`config.mk`:
```
export PLATFORM = sky130hd
export DESIGN_NAME = lcr_fabric
export DESIGN_NICKNAME = d
export VERILOG_FILES = /design/src/lcr_cell.sv /design/src/lcr_fabric.sv
export SDC_FILE = /design/constraint.sdc
export NUM_CORES = 2
export LEC_CHECK = 0
export ABC_AREA = 1
export BUFFER_PORTS_ARGS = -buffer_cell sky130_fd_sc_hd__buf_2
export CAP_MARGIN = 5
export CORE_ASPECT_RATIO = 1.25
export CORE_MARGIN = 1.5
export CORE_UTILIZATION = 32
export DETAILED_ROUTE_END_ITERATION = 7
export MAX_ROUTING_LAYER = met4
export PLACE_DENSITY_LB_ADDON = 0.08
export RECOVER_POWER = 100
export SYNTH_ARGS = -nofsm -noshare
export SYNTH_HDL_FRONTEND = slang
export SYNTH_SLANG_ARGS = --single-unit
```
`constraint.sdc`:
```
create_clock -name sys_clk -period 40.6 [get_ports sys_clk]
set_input_delay 6.09 -clock sys_clk [delete_from_list [all_inputs] [get_ports sys_clk]]
set_output_delay 6.09 -clock sys_clk [all_outputs]
set_load 0.01 [all_outputs]
```
`src/lcr_cell.sv`:
```
`timescale 1ns/1ps
package lcr_pkg;
    // ==========================================================
    // Fabric geometry
    localparam int CPC        = 8;
    localparam int DATA_W     = 4;
    localparam int LUT_BITS   = 16;
    localparam int D1_BIT     = 0;
    localparam int D3_BIT     = 2;
    // ==========================================================
    // Register map
    localparam int          ADDR_W    = 12;
    localparam logic [11:0] CTRL_OFF  = 12'h000;
    localparam logic [11:0] DIV_OFF   = 12'h004;
    localparam logic [11:0] OUT_OFF   = 12'h008;
    localparam logic [11:0] COMB_OFF  = 12'h00c;
    localparam logic [11:0] CLUS_BASE = 12'h080;
    localparam logic [11:0] CELL_BASE = 12'h100;
    localparam int          CTRL_B_LSB = 8;
    localparam int          CTRL_W     = 16;
    localparam int          DIV_W      = 16;
    // Cell word fields
    localparam int          CFG_MODE   = 16;
    localparam int          CFG_CHAIN  = 18;
    localparam int          CFG_CASC_OR = 19;
    localparam int          CFG_INV    = 20;
    localparam int          CFG_CE_D1  = 21;
    localparam int          CFG_W      = 22;
    localparam int          SCHEME_W   = 3;
    localparam logic [21:0] CFG_RESET  = 22'h000000;
    localparam logic [15:0] CTRL_RESET = 16'h0000;
    localparam logic [15:0] DIV_RESET  = 16'h0000;
    localparam logic        RESP_OKAY  = 1'b0;
    // ==========================================================
    // Modes and asynchronous control schemes
    typedef enum logic [1:0] {
        LCR_NORMAL, LCR_ARITH, LCR_UPDOWN, LCR_CLRCNT
    } lcr_mode_e;
    typedef enum logic [2:0] {
        LCR_ASYNC_NONE, LCR_ASYNC_CLR, LCR_ASYNC_PRE, LCR_ASYNC_PRE_INV,
        LCR_ASYNC_PRE_CLR, LCR_ASYNC_LOAD_CLR, LCR_ASYNC_LOAD_PRE, LCR_ASYNC_LOAD
    } lcr_async_e;
endpackage

module lcr_cell (
    // Clock and reset
    input  logic                         sys_clk,
    input  logic                         rst_n,
    // Register controls
    input  logic                         tick,
    input  logic                         reg_clr,
    input  logic                         reg_pre,
    // Data inputs and chains
    input  logic [lcr_pkg::DATA_W-1:0]   data,
    input  logic                         carry_in,
    input  logic                         casc_in,
    // Configuration
    input  logic [lcr_pkg::LUT_BITS-1:0] lut_mask,
    input  lcr_pkg::lcr_mode_e           mode,
    input  logic                         casc_or,
    input  logic                         inv,
    input  logic                         ce_use_d1,
    // Outputs
    output logic                         q_out,
    output logic                         comb_out,
    output logic                         casc_out,
    output logic                         carry_out
);
    import lcr_pkg::*;

    logic s_reg;
    logic reg_in;
    logic carry_w;

    // ==========================================================
    // Look-up table and cascade
    wire lut_w = lut_mask[data];
    assign casc_out = casc_or ? ~(~lut_w & ~casc_in) : (lut_w & casc_in);

    // Async controls act on the output at once, the store follows at the edge
    wire q_int   = reg_clr ? 1'b0 : (reg_pre ? 1'b1 : s_reg);
    assign q_out = q_int ^ inv;
    wire fb      = q_out;

    wire sum_w   = data[0] ^ data[1] ^ carry_in;
    wire maj_w   = (data[0] & data[1]) | (data[0] & carry_in) | (data[1] & carry_in);
    wire cnt_w   = fb ^ carry_in;
    wire ud_next = data[2] ? data[3] : cnt_w;
    wire cc_next = data[1] ? 1'b0 : cnt_w;

    // ==========================================================
    // Mode steering
    // four modes
    always_comb begin
        case (mode)
            LCR_NORMAL: begin
                reg_in  = casc_out;
                carry_w = 1'b0;
            end
            LCR_ARITH: begin
                reg_in  = sum_w;
                carry_w = maj_w;
            end
            LCR_UPDOWN: begin
                reg_in  = ud_next;
                carry_w = data[1] ? (fb & carry_in) : (~fb & carry_in);
            end
            LCR_CLRCNT: begin
                reg_in  = cc_next;
                carry_w = fb & carry_in;
            end
            default: begin
                reg_in  = casc_out;
                carry_w = 1'b0;
            end
        endcase
    end
    assign carry_out = carry_w;
    assign comb_out  = reg_in;

    wire ce      = ~ce_use_d1 | data[D1_BIT];
    wire async_w = reg_clr | reg_pre;

    // ==========================================================
    // Cell register
    // clock, clear, preset
    // clear wins, resume on enabled edge
    always_ff @(posedge sys_clk or negedge rst_n) begin
        if (!rst_n) begin
            s_reg <= 1'b0;
        end else if (async_w) begin
            s_reg <= ~reg_clr;
        end else if (tick && ce) begin
            s_reg <= reg_in ^ inv;
        end
    end
endmodule

```
`src/lcr_fabric.sv`:
```
`timescale 1ns/1ps
module lcr_fabric #(
    parameter int CLUSTERS = 4
) (
    // Clock and reset
    input  logic                                       sys_clk,
    input  logic                                       rst_n,
    // AHB-Lite slave
    input  logic                                       hsel,
    input  logic [31:0]                                haddr,
    input  logic [1:0]                                 htrans,
    input  logic                                       hwrite,
    input  logic [2:0]                                 hsize,
    input  logic [31:0]                                hwdata,
    input  logic                                       hready,
    output logic                                       hreadyout,
    output logic                                       hresp,
    output logic [31:0]                                hrdata,
    // Cell array
    input  logic [CLUSTERS*lcr_pkg::CPC*lcr_pkg::DATA_W-1:0] cell_data,
    output logic [CLUSTERS*lcr_pkg::CPC-1:0]           cell_q,
    output logic [CLUSTERS*lcr_pkg::CPC-1:0]           cell_casc,
    output logic [CLUSTERS*lcr_pkg::CPC-1:0]           cell_carry
);
    import lcr_pkg::*;

    localparam int N      = CLUSTERS * CPC;
    localparam int CIDX_W = $clog2(N);
    localparam int KIDX_W = $clog2(CLUSTERS);

    // ==========================================================
    // Helpers
    function automatic logic in_range(input logic [11:0] a, input logic [11:0] base,
                                      input int cnt);
        int off;
        off = int'(a) - int'(base);
        return (off >= 0) && (off < cnt * 4) && (a[1:0] == 2'h0);
    endfunction

    function automatic logic [11:0] word_index(input logic [11:0] a, input logic [11:0] base);
        logic [11:0] d;
        d = a - base;
        return {2'h0, d[11:2]};
    endfunction

    function automatic int prev_cell(input int i, input int ncl);
        int k;
        int j;
        int half;
        k = i / CPC;
        j = i % CPC;
        half = ncl / 2;
        if (j != 0) return i - 1;
        if (k >= 2 && ((k >= half) == (k - 2 >= half))) return (k - 2) * CPC + CPC - 1;
        return -1;
    endfunction

    function automatic logic forced_inv(input logic [2:0] sch);
        return (sch == LCR_ASYNC_PRE_INV) || (sch == LCR_ASYNC_LOAD_PRE);
    endfunction

    // Returns {clear, preset} for the cell register; lval is already inverted as needed
    function automatic logic [1:0] async_decode(input logic [2:0] sch, input logic ca,
                                                input logic cb, input logic lval);
        logic ld;
        logic line_clr;
        logic clr;
        logic pre;
        ld = 1'b0;
        line_clr = 1'b0;
        case (lcr_async_e'(sch))
            LCR_ASYNC_CLR: line_clr = ca | cb;
            LCR_ASYNC_PRE, LCR_ASYNC_LOAD: ld = ca;
            LCR_ASYNC_PRE_INV: line_clr = ca;
            // preset-clear: load third input by A, clear by B
            // load by A, clear by B
            LCR_ASYNC_PRE_CLR, LCR_ASYNC_LOAD_CLR, LCR_ASYNC_LOAD_PRE: begin
                ld = ca;
                line_clr = cb;
            end
            default: ld = 1'b0;
        endcase
        clr = line_clr | (ld & ~lval);
        pre = ld & lval & ~clr;
        return {clr, pre};
    endfunction

    // ==========================================================
    // Reset release
    logic rst_meta_reg;
    logic rst_sync_reg;
    always_ff @(posedge sys_clk or negedge rst_n) begin
        if (!rst_n) begin
            rst_meta_reg <= 1'b0;
            rst_sync_reg <= 1'b0;
        end else begin
            rst_meta_reg <= 1'b1;
            rst_sync_reg <= rst_meta_reg;
        end
    end
    wire rst_s_n = rst_sync_reg;

    // ==========================================================
    // AHB-Lite slave: writes zero wait, reads one wait state
    logic [11:0]         addr_reg;
    logic                wvalid_reg;
    logic                rd_pend_reg;
    logic [31:0]         rdata_reg;
    logic [CFG_W-1:0]    cell_cfg_reg [N];
    logic [SCHEME_W-1:0] clus_scheme_reg [CLUSTERS];
    logic [CTRL_W-1:0]   ctrl_reg;
    logic [DIV_W-1:0]    div_reg;
    logic [DIV_W-1:0]    div_cnt_reg;

    wire        take      = hsel && htrans[1] && hready;
    wire [11:0] ra        = addr_reg;
    wire        cell_hit  = in_range(ra, CELL_BASE, N);
    wire        clus_hit  = in_range(ra, CLUS_BASE, CLUSTERS);
    wire [11:0] cell_full = word_index(ra, CELL_BASE);
    wire [11:0] clus_full = word_index(ra, CLUS_BASE);
    wire [CIDX_W-1:0] ra_cell = cell_full[CIDX_W-1:0];
    wire [KIDX_W-1:0] ra_clus = clus_full[KIDX_W-1:0];
    wire [31:0] out_w     = 32'(cell_q);
    wire [31:0] comb_w    = 32'(cell_casc);

    wire [31:0] rd_value =
        cell_hit          ? {{(32-CFG_W){1'b0}}, cell_cfg_reg[ra_cell]} :
        clus_hit          ? {{(32-SCHEME_W){1'b0}}, clus_scheme_reg[ra_clus]} :
        (ra == CTRL_OFF)  ? {{(32-CTRL_W){1'b0}}, ctrl_reg} :
        (ra == DIV_OFF)   ? {{(32-DIV_W){1'b0}}, div_reg} :
        (ra == OUT_OFF)   ? out_w :
        (ra == COMB_OFF)  ? comb_w : 32'h0;

    // Registered read data costs one wait state but keeps the decode off the bus path
    assign hreadyout = ~rd_pend_reg;
    assign hresp     = RESP_OKAY;
    assign hrdata    = rdata_reg;

    always_ff @(posedge sys_clk or negedge rst_s_n) begin
        if (!rst_s_n) begin
            addr_reg    <= 12'h000;
            wvalid_reg  <= 1'b0;
            rd_pend_reg <= 1'b0;
            rdata_reg   <= 32'h0;
        end else begin
            wvalid_reg  <= take && hwrite;
            rd_pend_reg <= take && !hwrite;
            if (take) addr_reg <= haddr[ADDR_W-1:0];
            if (rd_pend_reg) rdata_reg <= rd_value;
        end
    end

    // Writes land at the end of the data phase; unmapped writes are dropped
    always_ff @(posedge sys_clk or negedge rst_s_n) begin
        if (!rst_s_n) begin
            for (int n = 0; n < N; n++) cell_cfg_reg[n] <= CFG_RESET;
            for (int c = 0; c < CLUSTERS; c++) clus_scheme_reg[c] <= LCR_ASYNC_NONE;
            ctrl_reg <= CTRL_RESET;
            div_reg  <= DIV_RESET;
        end else if (wvalid_reg) begin
            if (cell_hit) cell_cfg_reg[ra_cell] <= hwdata[CFG_W-1:0];
            if (clus_hit) clus_scheme_reg[ra_clus] <= hwdata[SCHEME_W-1:0];
            if (ra == CTRL_OFF) ctrl_reg <= hwdata[CTRL_W-1:0];
            if (ra == DIV_OFF) div_reg <= hwdata[DIV_W-1:0];
        end
    end

    // ==========================================================
    // Cell clock: one enable pulse every div_reg+1 cycles
    // At or above the limit, so a smaller divider written mid-count cannot stall the cells
    wire tick = (div_cnt_reg >= div_reg);
    always_ff @(posedge sys_clk or negedge rst_s_n) begin
        if (!rst_s_n) begin
            div_cnt_reg <= DIV_RESET;
        end else begin
            div_cnt_reg <= tick ? DIV_RESET : div_cnt_reg + 1'b1;
        end
    end

    // ==========================================================
    // Cell array
    for (genvar i = 0; i < N; i++) begin : g_cell
        localparam int K    = i / CPC;
        localparam int PREV = prev_cell(i, CLUSTERS);
        wire [CFG_W-1:0]    cfg     = cell_cfg_reg[i];
        wire [SCHEME_W-1:0] sch     = clus_scheme_reg[K];
        wire                ca      = ctrl_reg[K];
        wire                cb      = ctrl_reg[CTRL_B_LSB + K];
        wire                d3      = cell_data[DATA_W * i + D3_BIT];
        wire                inv     = cfg[CFG_INV] | forced_inv(sch);
        wire                casc_or = cfg[CFG_CASC_OR];
        wire                link    = cfg[CFG_CHAIN];
        // third input driver inverted with output
        wire [1:0]          ctl     = async_decode(sch, ca, cb, d3 ^ inv);
        wire                casc_in;
        wire                carry_in;

        if (PREV >= 0) begin : g_link
            assign casc_in  = link ? cell_casc[PREV] : ~casc_or;
            assign carry_in = link & cell_carry[PREV];
        end else begin : g_head
            assign casc_in  = ~casc_or;
            assign carry_in = 1'b0;
        end

        lcr_cell u_cell (
            .sys_clk   (sys_clk),
            .rst_n     (rst_s_n),
            .tick      (tick),
            .reg_clr   (ctl[1]),
            .reg_pre   (ctl[0]),
            .data      (cell_data[DATA_W*i +: DATA_W]),
            .carry_in  (carry_in),
            .casc_in   (casc_in),
            .lut_mask  (cfg[LUT_BITS-1:0]),
            .mode      (lcr_mode_e'(cfg[CFG_MODE +: 2])),
            .casc_or   (casc_or),
            .inv       (inv),
            .ce_use_d1 (cfg[CFG_CE_D1]),
            .q_out     (cell_q[i]),
            .comb_out  (),
            .casc_out  (cell_casc[i]),
            .carry_out (cell_carry[i])
        );

        if (PREV >= 0) begin : g_chk

        end
    end
endmodule

```
==> results_dict.tcl <==
set metrics [dict create \
    fp-row-count 160 \
    cp_slowest_cell "o311ai_0" \
    grt_antenna_before_repair 29 \
    cp_data_required_time_ns 34.51 \
    endpoint_kind "output pin" \
    setup_tns_ns 0 \
    slew_violations 1691 \
    coreArea_um2 152100 \
    drt_wl_total_mm 237.8 \
    dr.pass1.iters 8 \
    status "finished with violations" \
    setup_viol 0 \
    synth_edf_count 0 \
    routedWlPerCell_um 27.80 \
    clk_latency_ns 0.73 \
    crit_type "input pin to output pin" \
    final-hold-violation-count 0 \
    grt_pass1_wl_mm 337.4 \
    finalNetCount 6739 \
    ant_nets 0 \
    drive_above_1_share_pct 7.696 \
    syn_area_per_cell_um2 7.656 \
    port_buffers 296 \
    holdBufCountCts 0 \
    multiInputGateArea_um2 23470 \
    slew_headroom_pct -489.4 \
    synth_top_area_cell "dfrtp_1" \
    worst_path_most_repeated_cell "nand2_1" \
    yosysSeqAreaShare_pct 43.11 \
    hold_class "flip-flop to flip-flop" \
    post-cts-setup-buffers 0 \
    cts_buffers 102 \
    start_kind "input pin" \
    cts.htree.levels 3 \
    peakVddDrop_mv 0.03842 \
    drc 0 \
    async_flop_share_pct 100.0 \
    grt_max_degree 155 \
    initialDrtViolationCount 4445 \
    yosys_most_used_dff "dfrtp_1" \
    tightest_slew_ns 8.841 \
    synth_area_leaders "dfrtp_1 43%, nand2_1 13%, o21ai_0 11%, inv_1 3.9%, a22oi_1 3.8%" \
    power.total_uw 2313 \
    critPathArrivalTime_ns 13.98 \
    fp.dieH_um 440.5 \
    vias_per_cell 5.499 \
    cts_resized 0 \
    worstPathMaxFanout 10 \
    finalCritPeriodShare_pct 49.43 \
    die_w_um 353.0 \
    yosys.area.top_type_share_pct 43.11 \
    cts_tree "built" \
    dpl.hpwl_mm 167.3 \
    io-pin-count 332 \
    largest_reg_flops 704 \
    power.density_nw_per_um2 42.17 \
    fmax_mhz 49.83 \
    p_leak_uw 0.02788 \
    cap_viol_max_count 38 \
    fin_skew_ns 0.02160 \
    rsz0062_at_grt "no" \
    register_area_um2 21120 \
    nFillCells 16500 \
    vias 47050 \
    dieArea_um2 155500 \
    gp_congestion 0.9344 \
    ys_warn_count 0 \
    synth_area_um2 48990 \
    gr-total-overflow 0 \
    grt_use_total_pct 30.98 \
    grt_pass1_vias 45220 \
    clock-sinks 844 \
    slowest_delay_ns 0.71 \
    cts_max_path_buffers 3 \
    syn-num-nets 6711 \
    syn-instance-count 6399 \
    period_minus_slack_ns 20.07 \
    violations "capacitance limit, slew limit" \
    cts-root-buf "clkbuf_16" \
    yosysUniqueCellTypes 68 \
    path_clk_slew_ns 0.06 \
    start_util_pct 32.20 \
    synthToLayoutAreaGrowth_pct 11.94 \
    synth_seq_cells 844 \
]
-- per-stage QoR --
| step | hold WS [ns] | utilization [%] | std cells | cell area (um2) | worst slack (ns) |
|---|---|---|---|---|---|
| after global routing | 0.3697 | 36.04 | 8548 | 54830 | 19.88 |
| final | 0.3537 | 36.05 | 8555 | 54840 | 20.53 |
| after floorplan | 0.3312 | - | 6399 | 48990 | 15.33 |
| after CTS | 0.2874 | 36.31 | 8535 | 55240 | 20.89 |
| after detailed placement | 0.2894 | 33.99 | 8348 | 51710 | 20.96 |
| after global placement | 0.2953 | 33.99 | 8348 | 51710 | 21.05 |
-- area by class of cell --
class                      count  share of cell area, %
sequential                   844                  38.51
multi-input combinational   4521                  42.79
inverter                     549                  3.803
antenna                       20                0.09126
clock buffer                 149                  5.530
tap                         2025                  4.620
clock inverter                38                 0.8966
timing repair buffer         409                  3.760
-- cells in the mapped netlist, drive strengths merged, types with 24 or more instances --
cell type / count
ha: 82
dfrtp: 844
o2111ai: 40
inv: 533
a21oi: 262
nand4: 62
o21ai: 1118
clkbuf: 315
fa: 28
nand3: 227
o211ai: 47
buf: 170
nor2: 250
nor3: 24
nand2: 1751
o221ai: 60
o22ai: 83
a22oi: 246
xor2: 73
-- layout by cell type, fill, tap and decap left out, drive strengths merged, types with 8 or more instances in the layout --
cell type and instances:
a2111o 9, a21oi 262, a221oi 12, a22oi 246, buf 245, bufinv 11
clkbuf 313, clkinv 40, dfrtp 844, diode 20, fa 28, ha 82
inv 529, nand2 1751, nand3 227, nand4 62, nor2 250, nor3 24
nor3b 10, nor4 11, o2111ai 40, o211ai 47, o21ai 1118, o21bai 10
o221ai 60, o22ai 83, o311ai 8, o31ai 11, or2 16, xnor2 13
xor2 73
-- cell families (layout without fill, tap and decap cells) --
kind of cell	after synthesis	in the layout	synth area share [%]
simple gates	2355	2355	19.74
compound gates	1964	1964	23.34
buf+inv	1034	1145	8.918
flops	844	844	43.11
fa+ha+maj	110	110	3.238
xor+xnor	86	86	1.553
mux	4	4	0.09193
other cells	2	22	0.01533
-- per-layer routing --
metal / track usage [%] / share of wire, % / vias to the layer above
li1: - / - / 21650
met1: 37.42 / 41 / 23390
met2: 51.13 / 48 / 1626
met3: 4.215 / 6.0 / 372
met4: 14.74 / 5.4 / 0
met5: - / 0 / -
-- power by group --
group	switching (uW)	internal, uW	total [uW]
Clock	405	585	990
Combinational	347	105	452
Sequential	16.5	854	870
Total	769	1540	2310
-- critical path, delay by kind of cell --
family	cells	cell delay, ns
compound gates	8	2.44
fa+ha+maj	8	2.79
buf+inv	5	1.21
simple gates	9	1.45
-- final timing paths --
check                              start                 end  slack, ns  depth (start not counted)
min in group asynchronous        rst_s_n  g_cell[22].cfg[14]       0.54                          0
setup / recovery           cell_data[32]      cell_carry[15]      20.53                         30
max in group asynchronous        rst_s_n         ctrl_reg[6]      25.68                          5
hold reg to reg             rst_meta_reg             rst_s_n       0.35                          0
setup reg to reg                 rst_s_n         ctrl_reg[6]      25.68                          5
hold / removal              rst_meta_reg             rst_s_n       0.35                          0
Note: power is estimated with default switching activity, not from simulation.
